**config.mk**
```make
export PLATFORM = sky130hd
export DESIGN_NAME = alasp_top
export DESIGN_NICKNAME = d
export VERILOG_FILES = /design/src/alasp_pkg.sv /design/src/alasp_seq_if.sv /design/src/alasp_top.sv /design/src/alasp_seq.sv
export VERILOG_INCLUDE_DIRS = /design/src /design/src/src
export SDC_FILE = /design/constraint.sdc
export NUM_CORES = 1
export LEC_CHECK = 0
export BUFFER_PORTS_ARGS = -buffer_cell sky130_fd_sc_hd__clkbuf_2
export CAP_MARGIN = 20
export CORE_MARGIN = 3
export CORE_UTILIZATION = 50
export CTS_CLUSTER_DIAMETER = 150
export DETAILED_ROUTE_END_ITERATION = 8
export PLACE_DENSITY = 0.84
export SKIP_CTS_REPAIR_TIMING = 1
export SLEW_MARGIN = 20
export SYNTH_ARGS = -nofsm -noshare
export SYNTH_HDL_FRONTEND = slang
export SYNTH_SLANG_ARGS = --single-unit
```
**constraint.sdc**
```tcl
create_clock -name SYS_CLK_I -period 7.45 [get_ports SYS_CLK_I]
set_input_delay 1.49 -clock SYS_CLK_I [delete_from_list [all_inputs] [get_ports SYS_CLK_I]]
set_output_delay 1.49 -clock SYS_CLK_I [all_outputs]
set_load 0.01 [all_outputs]
```
**src/alasp_map.svh**
```systemverilog
// Register offsets, field positions, reset values and timing counts
`ifndef ALASP_MAP_SVH
`define ALASP_MAP_SVH

// ****************************************************************
// Register offsets (byte addresses on the plain port)
// ****************************************************************
`define ALASP_OFF_RBP_HIGH   8'h21
`define ALASP_OFF_RBP_MID    8'h22
`define ALASP_OFF_RBP_LOW    8'h23
`define ALASP_OFF_L0_OFFSET  8'h24
`define ALASP_OFF_L1_OFFSET  8'h25
`define ALASP_OFF_CONTROL    8'h26
`define ALASP_OFF_STATUS     8'h27

// ****************************************************************
// Field positions and widths
// ****************************************************************
`define ALASP_PTR_W          18
`define ALASP_ADDR_W         20
`define ALASP_OFF_W          7
`define ALASP_IDX_W          6
`define ALASP_SMP_W          5
`define ALASP_CHAN_W         4
`define ALASP_CTL_EN_BIT     0
`define ALASP_CTL_SACC_BIT   1
`define ALASP_CTL_LSEL_BIT   2

// ****************************************************************
// Reset values
// ****************************************************************
`define ALASP_PTR_RST        18'h00000
`define ALASP_OFF_RST        7'h00
`define ALASP_LIST0_OFFSET   7'h00

// ****************************************************************
// Timing counts in converter clock cycles
// ****************************************************************
`define ALASP_PUMP_CYC       5'h02
`define ALASP_BUF_CYC        5'h02
`define ALASP_SMP_BASE       5'h04
`define ALASP_SMP_MAX_CODE   5'h14
`define ALASP_CONV_CYC       5'h0A

`endif

```
**src/alasp_pkg.sv**
```systemverilog
// Types shared by the list address and sample phase block
package alasp_pkg;

  // Sequencer phases
  typedef enum logic [2:0] {
    ALASP_IDLE   = 3'b000,
    ALASP_PUMP   = 3'b001,
    ALASP_BUFFER = 3'b010,
    ALASP_DIRECT = 3'b011,
    ALASP_HOLD   = 3'b100
  } alasp_phase_type;

endpackage : alasp_pkg

```
**src/alasp_seq_if.sv**
```systemverilog
// Interface carrying sequencer control between top and sequencer
`timescale 1ns/1ps
`include "alasp_map.svh"

interface alasp_seq_if;
  logic                        start;
  logic [`ALASP_SMP_W-1:0]     smp_sel;
  logic                        busy;
  logic                        done;
  logic                        pump_on;
  logic                        buf_on;
  logic                        direct_on;
  logic                        hold_on;

  modport top (
    output start,
    output smp_sel,
    input  busy,
    input  done,
    input  pump_on,
    input  buf_on,
    input  direct_on,
    input  hold_on
  );

  modport seq (
    input  start,
    input  smp_sel,
    output busy,
    output done,
    output pump_on,
    output buf_on,
    output direct_on,
    output hold_on
  );
endinterface : alasp_seq_if

```
**src/alasp_top.sv**
```systemverilog
// List addressing registers and sample phase control of the converter
// How it works
// - Base pointer writable only disabled or special
// - Base pointer gives result list RAM base
// - List zero offset always reads zero
// - Offsets count samples, not bytes
// - List one offset writable disabled or special
// - List one offset serves result addresses
// - Mux connects exactly one selected channel
// - Two-cycle pump phase before sampling
// - First two sample cycles go through buffer
// - Rest of sample time connects directly
// - Hold disconnects input from storage node
// - Result address is base plus offset plus index
// - Sample time code 0..20 gives 4..24
//
// Chosen here: the plain strobed port.
`timescale 1ns/1ps
`include "alasp_map.svh"

module alasp_top (
  // Clock and reset
  input  wire logic                       SYS_CLK_I,
  input  wire logic                       RESET_I,
  // Register port
  input  wire logic [7:0]                 REG_ADDR_I,
  input  wire logic [7:0]                 REG_WDATA_I,
  input  wire logic                       REG_WR_I,
  input  wire logic                       REG_RD_I,
  output logic      [7:0]                 REG_RDATA_O,
  // Conversion control
  input  wire logic                       CONV_START_I,
  input  wire logic [`ALASP_SMP_W-1:0]    SMP_SEL_I,
  input  wire logic [`ALASP_CHAN_W-1:0]   CHAN_SEL_I,
  input  wire logic [`ALASP_IDX_W-1:0]    RESULT_INDEX_I,
  input  wire logic [9:0]                 RESULT_DATA_I,
  // Analog switch controls
  output logic [(1<<`ALASP_CHAN_W)-1:0]   CHAN_CONNECT_O,
  output logic                            PUMP_O,
  output logic                            BUF_SAMPLE_O,
  output logic                            DIRECT_SAMPLE_O,
  output logic                            HOLD_O,
  output logic                            BUSY_O,
  // Result store to system RAM
  output logic                            RAM_WR_O,
  output logic [`ALASP_ADDR_W-1:0]        RAM_ADDR_O,
  output logic [15:0]                     RAM_WDATA_O
);

  // ****************************************************************
  // Converter clock divider: 10 MHz system clock halved
  // ****************************************************************
  logic div_r;
  logic cc_en;

  always_ff @(posedge SYS_CLK_I) begin
    if (RESET_I) begin
      div_r <= 1'b0;
    end else begin
      div_r <= ~div_r;
    end
  end
  assign cc_en = div_r;

  // ****************************************************************
  // Sequencer
  // ****************************************************************
  alasp_seq_if sif ();

  alasp_seq u_seq (
    .clk_i   (SYS_CLK_I),
    .reset_i (RESET_I),
    .cc_en_i (cc_en),
    .sif     (sif)
  );

  // ****************************************************************
  // State
  // ****************************************************************
  typedef struct packed {
    logic [`ALASP_PTR_W-1:0]          base_ptr;
    logic [`ALASP_OFF_W-1:0]          l1_off;
    logic                             enable;
    logic                             sacc;
    logic                             list_sel;
    logic [7:0]                       rdata;
    logic                             start;
    logic [`ALASP_SMP_W-1:0]          sample_time_select;
    logic [`ALASP_CHAN_W-1:0]         chan;
    logic [(1<<`ALASP_CHAN_W)-1:0]    connect;
    logic                             pump;
    logic                             bufs;
    logic                             direct;
    logic                             hold;
    logic                             busy;
    logic                             ram_wr;
    logic [`ALASP_ADDR_W-1:0]         ram_addr;
    logic [15:0]                      ram_data;
  } alasp_top_state_type;

  alasp_top_state_type st_r;
  alasp_top_state_type st_nxt;

  logic                        wr_ok;
  logic [`ALASP_OFF_W-1:0]     act_off;
  logic [`ALASP_ADDR_W-1:0]    res_addr;
  logic [`ALASP_ADDR_W-1:0]    base_bytes;
  logic [`ALASP_ADDR_W-1:0]    sample_bytes;

  // Address registers are locked while enabled and special access is clear
  assign wr_ok = ~st_r.enable | st_r.sacc;

  // Active list offset; list zero is a fixed null offset
  assign act_off = st_r.list_sel ? st_r.l1_off
                                 : `ALASP_LIST0_OFFSET;

  // Samples are 16-bit, so the sample count is doubled into bytes
  assign base_bytes   = {st_r.base_ptr, 2'b00};
  assign sample_bytes = {{(`ALASP_ADDR_W-`ALASP_OFF_W-2){1'b0}},
                         ({1'b0, act_off} +
                          {2'b00, RESULT_INDEX_I}), 1'b0};
  assign res_addr     = base_bytes + sample_bytes;

  assign sif.start   = st_r.start;
  assign sif.smp_sel = st_r.sample_time_select;

  // Next state: register port, sequencer launch and result store
  always_comb begin
    st_nxt        = st_r;
    st_nxt.rdata  = 8'h00;
    st_nxt.start  = 1'b0;
    st_nxt.ram_wr = 1'b0;
    // Register writes
    if (REG_WR_I) begin
      case (REG_ADDR_I)
        `ALASP_OFF_RBP_HIGH: begin
          if (wr_ok) begin
            st_nxt.base_ptr[17:14] = REG_WDATA_I[3:0];
          end
        end
        `ALASP_OFF_RBP_MID: begin
          if (wr_ok) begin
            st_nxt.base_ptr[13:6] = REG_WDATA_I;
          end
        end
        `ALASP_OFF_RBP_LOW: begin
          if (wr_ok) begin
            st_nxt.base_ptr[5:0] = REG_WDATA_I[7:2];
          end
        end
        `ALASP_OFF_L1_OFFSET: begin
          if (wr_ok) begin
            st_nxt.l1_off = REG_WDATA_I[6:0];
          end
        end
        `ALASP_OFF_CONTROL: begin
          st_nxt.enable   = REG_WDATA_I[`ALASP_CTL_EN_BIT];
          st_nxt.sacc     = REG_WDATA_I[`ALASP_CTL_SACC_BIT];
          st_nxt.list_sel = REG_WDATA_I[`ALASP_CTL_LSEL_BIT];
        end
        default: begin
        end
      endcase
    end
    // Register reads, answered in the following cycle
    if (REG_RD_I) begin
      case (REG_ADDR_I)
        `ALASP_OFF_RBP_HIGH:  st_nxt.rdata = {4'h0, st_r.base_ptr[17:14]};
        `ALASP_OFF_RBP_MID:   st_nxt.rdata = st_r.base_ptr[13:6];
        `ALASP_OFF_RBP_LOW:   st_nxt.rdata = {st_r.base_ptr[5:0], 2'b00};
        `ALASP_OFF_L0_OFFSET: st_nxt.rdata = {1'b0, `ALASP_LIST0_OFFSET};
        `ALASP_OFF_L1_OFFSET: st_nxt.rdata = {1'b0, st_r.l1_off};
        `ALASP_OFF_CONTROL:   st_nxt.rdata = {5'h00, st_r.list_sel,
                                              st_r.sacc, st_r.enable};
        `ALASP_OFF_STATUS:    st_nxt.rdata = {3'h0, sif.hold_on,
                                              sif.direct_on, sif.buf_on,
                                              sif.pump_on, sif.busy};
        default:              st_nxt.rdata = 8'h00;
      endcase
    end
    // Launch a conversion only when enabled and idle
    if (CONV_START_I && st_r.enable && !sif.busy && !st_r.start) begin
      st_nxt.start = 1'b1;
      st_nxt.sample_time_select   = SMP_SEL_I;
      st_nxt.chan  = CHAN_SEL_I;
    end
    // One-hot channel connect, opened during pump and hold
    st_nxt.connect = '0;
    if (sif.buf_on || sif.direct_on) begin
      st_nxt.connect[st_r.chan] = 1'b1;
    end
    st_nxt.pump   = sif.pump_on;
    st_nxt.bufs   = sif.buf_on;
    st_nxt.direct = sif.direct_on;
    st_nxt.hold   = sif.hold_on;
    st_nxt.busy   = sif.busy | st_r.start;
    // Store the result at the end of the conversion
    if (sif.done) begin
      st_nxt.ram_wr   = 1'b1;
      st_nxt.ram_addr = res_addr;
      st_nxt.ram_data = {6'h00, RESULT_DATA_I};
    end
  end

  // State register; list pointers clear at reset
  always_ff @(posedge SYS_CLK_I) begin
    if (RESET_I) begin
      st_r          <= '0;
      st_r.base_ptr <= `ALASP_PTR_RST;
      st_r.l1_off   <= `ALASP_OFF_RST;
    end else begin
      st_r <= st_nxt;
    end
  end

  // Outputs straight from flip-flops
  assign REG_RDATA_O     = st_r.rdata;
  assign CHAN_CONNECT_O  = st_r.connect;
  assign PUMP_O          = st_r.pump;
  assign BUF_SAMPLE_O    = st_r.bufs;
  assign DIRECT_SAMPLE_O = st_r.direct;
  assign HOLD_O          = st_r.hold;
  assign BUSY_O          = st_r.busy;
  assign RAM_WR_O        = st_r.ram_wr;
  assign RAM_ADDR_O      = st_r.ram_addr;
  assign RAM_WDATA_O     = st_r.ram_data;

endmodule : alasp_top

```
**src/alasp_seq.sv**
```systemverilog
// Sample phase sequencer: pump, buffered, direct and hold phases
`timescale 1ns/1ps
`include "alasp_map.svh"

module alasp_seq (
  // Clock and reset
  input  wire logic   clk_i,
  input  wire logic   reset_i,
  // Converter clock enable
  input  wire logic   cc_en_i,
  // Control towards top
  alasp_seq_if.seq    sif
);

  // ****************************************************************
  // State
  // ****************************************************************
  typedef struct packed {
    alasp_pkg::alasp_phase_type phase;
    logic [4:0]                 cnt;
    logic [4:0]                 smp_len;
    logic                       done;
    logic                       pend;
  } alasp_seq_state_type;

  alasp_seq_state_type st_r;
  alasp_seq_state_type st_nxt;

  // Phase sequencing; counts advance only on converter clock enables
  always_comb begin
    st_nxt      = st_r;
    st_nxt.done = 1'b0;
    case (st_r.phase)
      alasp_pkg::ALASP_IDLE: begin
        // Start waits for a converter clock edge, else the pump is short
        if (sif.start || st_r.pend) begin
          if (cc_en_i) begin
            st_nxt.phase = alasp_pkg::ALASP_PUMP;
            st_nxt.cnt   = 5'h00;
            st_nxt.pend  = 1'b0;
          end else begin
            st_nxt.pend = 1'b1;
          end
          // Reserved codes clamp to the longest time
          st_nxt.smp_len = (sif.smp_sel > `ALASP_SMP_MAX_CODE) ?
                           `ALASP_SMP_MAX_CODE + `ALASP_SMP_BASE :
                           sif.smp_sel + `ALASP_SMP_BASE;
        end
      end
      alasp_pkg::ALASP_PUMP: begin
        if (cc_en_i) begin
          if (st_r.cnt == `ALASP_PUMP_CYC - 5'h01) begin
            st_nxt.phase = alasp_pkg::ALASP_BUFFER;
            st_nxt.cnt   = 5'h00;
          end else begin
            st_nxt.cnt = st_r.cnt + 5'h01;
          end
        end
      end
      alasp_pkg::ALASP_BUFFER: begin
        if (cc_en_i) begin
          st_nxt.cnt = st_r.cnt + 5'h01;
          if (st_r.cnt == `ALASP_BUF_CYC - 5'h01) begin
            st_nxt.phase = alasp_pkg::ALASP_DIRECT;
          end
        end
      end
      alasp_pkg::ALASP_DIRECT: begin
        if (cc_en_i) begin
          if (st_r.cnt == st_r.smp_len - 5'h01) begin
            st_nxt.phase = alasp_pkg::ALASP_HOLD;
            st_nxt.cnt   = 5'h00;
          end else begin
            st_nxt.cnt = st_r.cnt + 5'h01;
          end
        end
      end
      alasp_pkg::ALASP_HOLD: begin
        if (cc_en_i) begin
          if (st_r.cnt == `ALASP_CONV_CYC - 5'h01) begin
            st_nxt.phase = alasp_pkg::ALASP_IDLE;
            st_nxt.cnt   = 5'h00;
            st_nxt.done  = 1'b1;
          end else begin
            st_nxt.cnt = st_r.cnt + 5'h01;
          end
        end
      end
      default: begin
        st_nxt.phase = alasp_pkg::ALASP_IDLE;
      end
    endcase
  end

  // State register
  always_ff @(posedge clk_i) begin
    if (reset_i) begin
      st_r <= '{alasp_pkg::ALASP_IDLE, 5'h00, 5'h00, 1'b0, 1'b0};
    end else begin
      st_r <= st_nxt;
    end
  end

  // Phase decodes towards top
  assign sif.busy      = (st_r.phase != alasp_pkg::ALASP_IDLE) | st_r.pend;
  assign sif.done      = st_r.done;
  assign sif.pump_on   = (st_r.phase == alasp_pkg::ALASP_PUMP);
  assign sif.buf_on    = (st_r.phase == alasp_pkg::ALASP_BUFFER);
  assign sif.direct_on = (st_r.phase == alasp_pkg::ALASP_DIRECT);
  assign sif.hold_on   = (st_r.phase == alasp_pkg::ALASP_HOLD);

endmodule : alasp_seq

```
== Word level (Yosys, flattened, before mapping) ==
Cells that the tools add are included.
Word-level totals
  word-level logic and storage cells: 111
  output and inout bits: 66
  register bits after elaboration: 114
Operators by class
  $lt $le $gt $ge: 3
  add/subtract/negate cells: 5
  reductions and logical operators: 22
  bitwise gates (word level): 8
  mux-type cells: 24
  eq/ne operators: 23
Operator list (count)
  8-bit by 6-bit equality test with 1-bit output, second input constant: 6
  8-bit case mux with 6 select lines: 1
  8-bit two-way mux: 5
  37-bit two-way mux: 1
  5-bit case mux with 5 select lines: 1
  20-bit by 9-bit adder with 20-bit output: 1
  5-bit two-way mux: 4
  3-bit case mux with 5 select lines: 1
  13-bit two-way mux: 1
  3-bit two-way mux: 4
  3-bit AND reduction: 4
  10-bit two-way mux: 1
  2-bit by 1-bit != test with 1-bit output, second input constant: 5
  2-bit != test, second input constant: 5
  10-bit AND reduction: 1
  7-bit by 6-bit adder with 8-bit output: 1
  7-bit two-way mux: 1
  7-bit AND reduction: 1
  3-bit by 2-bit equality test with 1-bit output, second input constant: 2
  5-bit by 1-bit adder with 5-bit output, second input constant: 1
  5-bit by 3-bit adder with 5-bit output, second input constant: 1
  5-bit by 1-bit equality test with 1-bit output, second input constant: 1
  5-bit by 4-bit equality test with 1-bit output, second input constant: 1
  5-bit equality test: 1
  19 further kinds: 34

== Depth between registers and ports, before layout ==
Gate-level depths: netlist (run 1).
  depth after elaboration: 6
  mapped depth: 16
  mapped depth without buffers: 16

== Hierarchy ==
From an unflattened synthesis (run 1), not the netlist that was laid out.
Second synthesis, totals
  cell total of the unflattened synthesis: 687
  area, all modules: 6024.5 sq um
By module, submodules not included
  alasp_top: cells each 561, sequential area each 1961.9 sq um, instances 1, area an instance 4956.0 sq um
  alasp_seq: cells each 126, sequential area each 300.3 sq um, instances 1, area an instance 1068.5 sq um

== Worst setup path before layout (run 1) ==
OpenSTA, ideal clock, no wires.
  kind: input to register
  start: in RESULT_INDEX_I[0]
  end: reg st_r (netlist bit RAM_ADDR_O[19])
  library setup time: 137 ps
  required time: 7313 ps
  data arrival time: 4162 ps
  slack: 3151 ps
  cell stages on the path: 15
  path through: ha_1 -> fa_1 -> a21oi_1 -> nor2_1 -> nor2_1 -> o21bai_1 -> a21oi_1 -> xor2_1 -> ha_1 -> or2_2 -> a21oi_1 -> nor2_1 -> nand4_1 -> xor2_1 -> a211oi_1
On the way
  longest elaborated chain between the ends: 2
RTL lines
  from (decl): line alasp_top.sv:35  | input wire logic [`ALASP_IDX_W-1:0] RESULT_INDEX_I,
  7-bit by 6-bit adder with 8-bit output: line alasp_top.sv:120  | ({1'b0, act_off} +
  20-bit by 9-bit adder with 20-bit output: line alasp_top.sv:122  | assign res_addr = base_bytes + sample_bytes;
  to (signal assigned): line alasp_top.sv:212  | st_r <= st_nxt;
  to (decl): line alasp_top.sv:101  | alasp_top_state_type st_r;
Every way passes these cells.
A chain may end at the register's enable or synchronous reset.

== Final worst setup path (run 1) ==
Ends and elaborated chain as after synthesis.

==> impl_metrics.csv, run 1 <==
group,metric,value,unit
yosys,avgSynthCellArea,8.83,um2
yosys,syn_inst,628,
detailed_routing,wl_per_cell,16.0,um
floorplanning,floorplan.initialDensity,52.5,%
power,ir_worst_vdd,0.000158,V
global_route,grt_overflow,0,
clock_tree,clock_sinks,113,
detailed_routing,postRouteAntennaNets,0,
cells_and_area,nets,742,
critical_path,startpoint_type,"primary input",
floorplanning,die_x,111,um
timing,rsz0062_at_grt,"no",
timing,relSlewSlack,37.7,%
cells_and_area,final_cell_mix,"dfxtp_1 (112), clkbuf_2 (104), nor2_1 (93)",
global_route,grt_first_pass_wirelength,21700,um
min_path,holdPathStages,2,
critical_path,path_class,"in -> reg",
yosys,yosys_warnings,0,
timing,setup_viol,0,
clock_tree,clock_latency,0.52,ns
timing,setup_tns,0,ns
critical_path,arrival,4.59,ns
clock_tree,clockBufferDepth,2,
timing,hold_viol,0,
critical_path,required,7.81,ns
detailed_routing,vias,4557,
critical_path,reg2reg_slack,3.69,ns
place,dpl-instance-area,0.00573,mm2
floorplanning,die_y,111,um
global_route,grt_max_degree,88,
yosys,ys_types,60,
yosys,async_flop_share,0,%
cells_and_area,drive_above_1_share,21.8,%
timing,slew_viol_final,0,
detailed_routing,vias_per_cell,5.52,
global_route,antenna_found_initial,0,
min_path,min_from,"u_seq.st_r[3]",
yosys,netlist_area,0.00555,mm2
yosys,synth-edff-count,0,
timing,period_minus_slack,4.23,ns
timing,period_share,56.7,%
clock_tree,cts_tree,"done",
detailed_routing,drt-initial-drc-count,317,
cells_and_area,final_common_cell,"dfxtp_1",
cells_and_area,fin_area,0.00627,mm2
critical_path,reg2reg_depth,16,
critical_path,r2r-start,"st_r[76]",
min_path,hp-class,"reg -> reg",
clock_tree,cts_htree_levels,4,
place,io_buffers,104,
global_route,grt_pass1_vias,4542,
critical_path,worstPathMaxFanout,6,
floorplanning,core,0.0106,mm2
clock_tree,cts-root-buf,"clkbuf_8",
power,power.leakage,2.44,nW
timing,max_freq,0.237,GHz
power,p_per_area,221,mW/mm2
yosys,ys_ff_latch,113,
yosys,seq_area_frac_synth,40.8,%
cells_and_area,syn_to_final_growth,13.1,%
timing,finClkSkew,0.00639,ns
floorplanning,std_cell_rows,37,
job,maxCapViolations,0,
place,gp_congestion,0.875,
cells_and_area,diodes,0,
yosys,synthFlopType,"dfxtp_1",
global_route,track_usage,21.7,%
run_status,status,"completed",
floorplanning,die_area,0.0124,mm2
clock_tree,clk_pin_slew_worst_paths,0.06,ns
timing,worst_pin_slew,0.934,ns
detailed_routing,wl,13200,um
critical_path,end_kind,"flip-flop",
clock_tree,numCtsBuffers,17,
detailed_routing,drc,0,
detailed_routing,dr.pass1.iters,5,
floorplanning,ios,112,
place,place_hpwl,9780,um
min_path,min_delay_worst_endpoint,"u_seq.st_r[3]",
critical_path,regToRegEndpoint,"RAM_ADDR_O[19]",
## critical path, cell delays in order
cell	delay [ns]
clkbuf_2	0.08
ha_1	0.21
fa_1	0.41
a21oi_1	0.16
nor2_1	0.05
nor2_1	0.16
o21bai_1	0.08
a21oi_1	0.19
xor2_1	0.17
ha_1	0.28
or2_2	0.29
a21oi_1	0.38
nor2_1	0.22
nand4_1	0.16
xor2_1	0.16
a211oi_1	0.08
## cell families (layout without fill, tap and decap cells)
group	after synthesis	count (layout)	synth area share, %
and+or+nand+nor	219	219	18.9
DFF	113	113	40.8
buffers and inverters	105	160	11.5
AOI/OAI and AO/OA	103	103	12.3
muxes	42	42	7.60
xor gates and xnor gates	25	25	3.95
adders and majority gates	20	20	4.78
other	1	7	0.0676
## synthesized netlist by cell type (3+ instances only)
cell type | count | area [um2]
xor2_1 | 11 | 96.3
clkbuf_1 | 14 | 52.6
a21oi_1 | 29 | 145
nand2_1 | 35 | 131
or3_1 | 5 | 31.3
o22ai_1 | 3 | 18.8
nor4_1 | 3 | 18.8
ha_1 | 18 | 225
nor3_1 | 15 | 75.1
o21ai_0 | 12 | 60.1
dfxtp_1 | 113 | 2260
nor2_1 | 93 | 349
mux2i_1 | 41 | 410
a22oi_1 | 11 | 82.6
a211oi_1 | 19 | 143
and2_1 | 7 | 43.8
inv_1 | 21 | 78.8
buf_4 | 60 | 450
o32ai_1 | 4 | 35.0
buf_2 | 4 | 20.0
nand2b_1 | 8 | 50.1
xnor2_1 | 14 | 123
nand3_1 | 30 | 150
buf_1 | 5 | 18.8
and3_1 | 3 | 18.8
a31oi_1 | 5 | 31.3
## flip-flops by register name, indices dropped and copies added (netlist names), 5 cells and up
name / count
st_r: 14
CHAN_CONNECT_O: 16
sif.smp_sel: 5
RAM_ADDR_O: 19
base_bytes: 18
REG_RDATA_O: 8
RAM_WDATA_O: 10
u_seq.st_r: 14
## cell type report
type / count / area [um2]
clock inverters: 13 / 114
inverters: 21 / 78.8
multi-input cells: 416 / 2670
fillers: 932 / 4280
flip-flops and latches: 113 / 2260
well taps: 136 / 170
repair buffers: 107 / 543
clock buffers: 19 / 432
## report_power, final
group	switching, mW	internal (mW)
clock	0.280	0.448
combinational	0.0330	0.0185
sequential	0.00242	0.607
## through the flow
| step | setup WS (ns) | power [mW] | utilization (%) | cells | hold slack (ns) |
|---|---|---|---|---|---|
| floorplan | 3.15 | 0.652 | - | 634 | 0.445 |
| global placement | 2.79 | 0.671 | 54.3 | 793 | 0.460 |
| detailed placement | 2.70 | 0.672 | 54.3 | 793 | 0.464 |
| CTS | 3.24 | 1.40 | 59.4 | 825 | 0.473 |
| global route | 2.88 | 1.43 | 59.4 | 825 | 0.495 |
| finish | 3.22 | 1.39 | 59.4 | 825 | 0.471 |
## routing by layer
metal / vias to the layer above / global-route usage (%) / wire (um)
met5: - / 0 / 0
met4: 0 / 10.1 / 415
met2: 170 / 37.8 / 6760
li1: 2219 / - / -
met3: 39 / 6.50 / 931
met1: 2129 / 24.3 / 5080
## how the worst max path moves through the flow
stage | slack (ns) | cells past startpoint | from | end
final | 3.22 | 16 | RESULT_INDEX_I[0] | RAM_ADDR_O[19]
after CTS | 3.24 | 16 | RESULT_INDEX_I[0] | RAM_ADDR_O[11]
after global placement | 2.79 | 16 | RESULT_INDEX_I[0] | RAM_ADDR_O[19]
after floorplan | 3.15 | 15 | RESULT_INDEX_I[0] | RAM_ADDR_O[19]
after global routing | 2.88 | 16 | RESULT_INDEX_I[0] | RAM_ADDR_O[11]
after detailed placement | 2.70 | 16 | RESULT_INDEX_I[0] | RAM_ADDR_O[19]
Power figures use the tool's default switching activity.
==> run 2, diff against run 1 <==
--- a/config.mk
+++ b/config.mk
@@ -12,7 +12,7 @@
 export CORE_UTILIZATION = 50
 export CTS_CLUSTER_DIAMETER = 150
 export DETAILED_ROUTE_END_ITERATION = 8
-export PLACE_DENSITY = 0.84
+export PLACE_DENSITY = 0.87
 export SKIP_CTS_REPAIR_TIMING = 1
 export SLEW_MARGIN = 20
 export SYNTH_ARGS = -nofsm -noshare
==> constraint.sdc (replaced) <==
create_clock -name SYS_CLK_I -period 3.7 [get_ports SYS_CLK_I]
set_input_delay 0.74 -clock SYS_CLK_I [delete_from_list [all_inputs] [get_ports SYS_CLK_I]]
set_output_delay 0.74 -clock SYS_CLK_I [all_outputs]
set_load 0.01 [all_outputs]
==> run 2 against run 1 <==
  * Die area stayed put
  * Clock power is 120% higher
  * Worst setup slack lost 2.9 ns
  * Sequential share of layout area decreased by 0.43 points
  * Via count up 1.6%
  * First-iteration DRC count shrank 1.6%
  * Design area grew 1.3%
  * Final cell count rose by 0.48%
  * Register-to-register slack lost 3.3 ns
  * Clock-buffer cell count is the same
  * Sequential cell count is the same
==> impl_metrics.csv, run 2 (synthesis results as in run 1) <==
group,metric,value,unit
run_status,status,"completed",
global_route,track_usage,21.7,%
detailed_routing,drt-initial-drc-count,312,
timing,hold_viol,0,
global_route,grt_overflow,0,
power,power.leakage,2.48,nW
critical_path,required,4.12,ns
cells_and_area,fin_area,0.00635,mm2
detailed_routing,vias,4632,
global_route,antenna_found_initial,0,
detailed_routing,drc,0,
cells_and_area,nets,746,
critical_path,worstPathMaxFanout,9,
place,dp_cells,797,
clock_tree,numCtsBuffers,17,
critical_path,path_class,"reg -> reg",
cells_and_area,final_cell_mix,"dfxtp_1 (111), clkbuf_2 (104), nor2_1 (91)",
detailed_routing,wl,13400,um
floorplanning,die_y,111,um
power,finalPower,2.93,mW
floorplanning,core,0.0106,mm2
detailed_routing,wl_per_cell,16.2,um
power,power_switching,0.647,mW
timing,relSlewSlack,38.2,%
min_path,hp-class,"in -> reg",
timing,setup_viol,0,
clock_tree,clock_latency,0.52,ns
power,p_int,2.28,mW
floorplanning,std_cell_rows,37,
cells_and_area,final_common_cell,"dfxtp_1",
place,place_hpwl,9700,um
detailed_routing,vias_per_cell,5.59,
cells_and_area,diodes,0,
power,ir_worst_vdd,0.000378,V
floorplanning,ios,112,
clock_tree,clk_pin_slew_worst_paths,0.06,ns
timing,period_share,90.5,%
global_route,grt_max_degree,87,
timing,worst_pin_slew,0.927,ns
clock_tree,clock_sinks,113,
timing,slew_viol_final,0,
critical_path,end_kind,"flip-flop",
critical_path,startpoint_type,"flip-flop",
cells_and_area,syn_to_final_growth,14.5,%
detailed_routing,dr.pass1.iters,7,
floorplanning,die_x,111,um
power,p_per_area,461,mW/mm2
clock_tree,clockBufferDepth,2,
power,p_sw_share,22.1,%
place,io_buffers,104,
power,pwr-share-seq,41.9,%
global_route,grt_pass1_vias,4450,
power,clkPwrFrac,54.6,%
critical_path,arrival,3.77,ns
clock_tree,cts-root-buf,"clkbuf_8",
power,pwr-share-comb,3.6,%
place,gp_congestion,0.891,
cells_and_area,largest_register_ffs,19,
clock_tree,cts_tree,"done",
floorplanning,die_area,0.0124,mm2
timing,period_minus_slack,3.35,ns
timing,finClkSkew,0.00992,ns
timing,rsz0062_at_grt,"no",
floorplanning,floorplan.initialDensity,52.5,%
clock_tree,cts_htree_levels,4,
cells_and_area,drive_above_1_share,22.7,%
detailed_routing,postRouteAntennaNets,0,
global_route,grt_first_pass_wirelength,21900,um
job,maxCapViolations,0,
place,dpl-instance-area,0.00576,mm2
cells_and_area,instances_no_fill,829,
timing,max_freq,0.299,GHz
-- run 2: final timing paths --
kind                            slack (ns)  cells after the start             start             end
worst max-delay path                  0.35                     16          st_r[76]  RAM_ADDR_O[14]
worst min-delay path                  0.46                      3  RESULT_DATA_I[5]  RAM_WDATA_O[5]
worst max register to register        0.35                     16          st_r[76]  RAM_ADDR_O[14]
worst min register to register        0.47                      2     RAM_ADDR_O[6]   RAM_ADDR_O[6]
-- run 2: power groups by stage --
| stage | Combinational [mW] | Clock [mW] | Sequential (mW) |
|---|---|---|---|
| floorplan | 0.0605 | 0 | 1.25 |
| global placement | 0.0991 | 0 | 1.25 |
| detailed placement | 0.103 | 0 | 1.25 |
| CTS | 0.104 | 1.62 | 1.23 |
| global route | 0.115 | 1.68 | 1.23 |
| finish | 0.105 | 1.60 | 1.23 |
-- run 2: through the flow --
step | hold slack [ns] | setup slack, ns | util (%) | TNS (ns)
6_report | 0.464 | 0.350 | 60.2 | 0
2_1_floorplan | 0.445 | 0.151 | - | 0
4_1_cts | 0.449 | 0.124 | 60.1 | 0
3_3_place_gp | 0.457 | 0.0709 | 54.6 | 0
5_1_grt | 0.467 | 0.0559 | 60.2 | 0
3_5_place_dp | 0.462 | -0.0261 | 54.6 | -0.0330
-- run 2: worst max-delay path: stages (launching register included) --
cell and delay [ns]:
dfxtp_2 0.37, and2_1 0.18, ha_1 0.20, fa_1 0.41, a21oi_1 0.16, nor2_1 0.06
nor2_2 0.11, o21bai_1 0.07, a21oi_1 0.19, xor2_1 0.17, ha_1 0.28, or2_2 0.30
a21oi_2 0.18, buf_4 0.16, a211oi_1 0.06, xnor2_1 0.13, a211oi_1 0.22
-- run 2: metal layers --
| metal | wire length [um] | global-route usage [%] | vias up |
|---|---|---|---|
| li1 | - | - | 2225 |
| met1 | 5290 | 25.0 | 2185 |
| met2 | 6840 | 38.5 | 192 |
| met3 | 986 | 6.22 | 30 |
| met4 | 278 | 7.79 | 0 |
| met5 | 0 | 0 | - |
-- run 2: layout make-up --
cell class / count / area [um2]
clock buffer: 19 / 422
clock inverter: 13 / 163
fill: 924 / 4200
inverter: 21 / 78.8
multi-input combinational: 416 / 2680
sequential: 113 / 2260
tap: 136 / 170
timing repair buffer: 111 / 573
==> run 3, diff against run 2 <==
--- a/config.mk
+++ b/config.mk
@@ -12,7 +12,7 @@
 export CORE_UTILIZATION = 50
 export CTS_CLUSTER_DIAMETER = 150
 export DETAILED_ROUTE_END_ITERATION = 8
-export PLACE_DENSITY = 0.87
+export PLACE_DENSITY_LB_ADDON = 0.08
 export SKIP_CTS_REPAIR_TIMING = 1
 export SLEW_MARGIN = 20
 export SYNTH_ARGS = -nofsm -noshare
==> run 3 against run 2 <==
  * Critical path depth decreased by 1
  * Design area increased by 0.30%
  * Final cell count up 0.24%
  * Global-route usage is 0.63 points lower
  * Critical path type unchanged
  * Total power grew 0.36%
  * Hold slack worse by 0.0050 ns
  * Maximum frequency fell by 0.87%
  * Combinational power about the same
==> impl_metrics.csv, run 3 (synthesis results as in run 1) <==
group,metric,value,unit
global_route,grt_first_pass_wirelength,21200,um
timing,max_freq,0.296,GHz
critical_path,r2r-start,"st_r[76]",
timing,period_minus_slack,3.38,ns
timing,worst_pin_slew,1.00,ns
timing,rsz0062_at_grt,"no",
cells_and_area,final_core_util,60.4,%
clock_tree,cts_tree,"done",
cells_and_area,syn_to_final_growth,14.9,%
floorplanning,ios,112,
detailed_routing,wl,12800,um
detailed_routing,vias,4525,
cells_and_area,diodes,0,
global_route,grt-busiest-layer,"met2",
critical_path,reg2reg_depth,15,
global_route,grt_pass1_vias,4324,
detailed_routing,drc,0,
timing,period_share,91.3,%
place,dp_cells,799,
global_route,track_usage,21.1,%
critical_path,crit_end,"RAM_ADDR_O[19]",
clock_tree,clock_latency,0.52,ns
floorplanning,std_cell_rows,37,
cells_and_area,instances_no_fill,831,
cells_and_area,largest_register_ffs,19,
critical_path,regToRegEndpoint,"RAM_ADDR_O[19]",
critical_path,cpMaxStageDelayCell,"fa_1",
critical_path,path_class,"reg -> reg",
critical_path,arrival,3.79,ns
global_route,grt_max_degree,87,
critical_path,end_kind,"flip-flop",
floorplanning,core,0.0106,mm2
place,dpl-instance-area,0.00577,mm2
cells_and_area,nets,748,
min_path,hp-class,"in -> reg",
detailed_routing,vias_per_cell,5.45,
clock_tree,cts-root-buf,"clkbuf_8",
clock_tree,numCtsBuffers,17,
critical_path,crit_start,"st_r[76]",
global_route,use_met3,4.69,%
detailed_routing,wl_per_cell,15.4,um
floorplanning,floorplan.initialDensity,52.5,%
power,ir_worst_vdd,0.000257,V
cells_and_area,fin_area,0.00637,mm2
power,finalPower,2.94,mW
timing,fin_worst_hold_slack,0.459,ns
timing,setup_ws,0.321,ns
job,maxCapViolations,0,
critical_path,cp_cell_sequence,"and2_1 > ha_1 > fa_1 > a21oi_1 > nor2_1 > nor2_1 > buf_4 > xnor2_1 > ha_1 > nand3_1 > o2111a_1 > nor2_2 > nand4_1 > xor2_1 > a211oi_1",
detailed_routing,postRouteAntennaNets,0,
critical_path,worstPathMaxFanout,6,
run_status,status,"completed",
critical_path,cp.depth,15,
power,p_per_area,462,mW/mm2
detailed_routing,drt-initial-drc-count,261,
clock_tree,clockBufferDepth,2,
global_route,grt_overflow,0,
critical_path,cp.buffers_inverters,1,
place,gp_congestion,0.876,
place,dp_slack,-0.156,ns
timing,slew_viol_final,0,
timing,hold_viol,0,
global_route,antenna_found_initial,0,
cells_and_area,final_common_cell,"dfxtp_1",
floorplanning,die_area,0.0124,mm2
global_route,grt_use_met2,35.3,%
critical_path,startpoint_type,"flip-flop",
cells_and_area,final_cell_mix,"dfxtp_1 (112), clkbuf_2 (104), nor2_1 (92)",
clock_tree,clock_sinks,113,
critical_path,critPathTopFamily,"adder cells",
floorplanning,die_x,111,um
place,io_buffers,104,
floorplanning,die_y,111,um
place,place_hpwl,9350,um
critical_path,cpPeakStageDelay,0.41,ns
cells_and_area,drive_above_1_share,22.9,%
clock_tree,cts_htree_levels,4,
clock_tree,clk_pin_slew_worst_paths,0.06,ns
critical_path,reg2reg_slack,0.32,ns
timing,setup_tns,0,ns
global_route,met1_usage,26.4,%
timing,relSlewSlack,33.2,%
critical_path,required,4.11,ns
timing,setup_viol,0,
power,power.leakage,2.50,nW
detailed_routing,dr.pass1.iters,5,
cells_and_area,fillers,942,
timing,finClkSkew,0.0168,ns
run 3: worst min-delay path by stage:
stage | from | to | slack (ns) | cells past startpoint
2_1_floorplan | u_seq.st_r[3] | u_seq.st_r[3] | 0.45 | 2
3_3_place_gp | u_seq.st_r[3] | u_seq.st_r[3] | 0.46 | 2
3_5_place_dp | st_r[77] | st_r[77] | 0.47 | 2
4_1_cts | CHAN_SEL_I[1] | st_r[59] | 0.46 | 3
5_1_grt | RESULT_DATA_I[0] | RAM_WDATA_O[0] | 0.47 | 3
6_report | CHAN_SEL_I[1] | st_r[59] | 0.46 | 3
run 3: area by class of cell:
| cell class | instances | area, um2 | area share [%] |
|---|---|---|---|
| multi-input cells | 416 | 2680 | 42.0 |
| flip-flops and latches | 113 | 2260 | 35.5 |
| repair buffers | 113 | 588 | 9.23 |
| clock buffers | 19 | 442 | 6.93 |
| well taps | 136 | 170 | 2.67 |
| clock inverters | 13 | 150 | 2.36 |
| inverters | 21 | 78.8 | 1.24 |
run 3: layer usage:
layer	up-vias	wire [um]
li1	2234	-
met1	2112	5350
met2	154	6470
met3	25	691
met4	0	311
met5	-	0
run 3: power by group:
part	leakage, nW	switching, mW	internal [mW]
clock network	0.285	0.609	1.00
logic	1.30	0.0660	0.0371
registers	0.911	0.00501	1.22
total	2.50	0.680	2.26
run 3: worst min-delay path, stage by stage:
cell      delay [ns]
clkbuf_2        0.08
mux2i_1         0.05
nor2_1          0.07
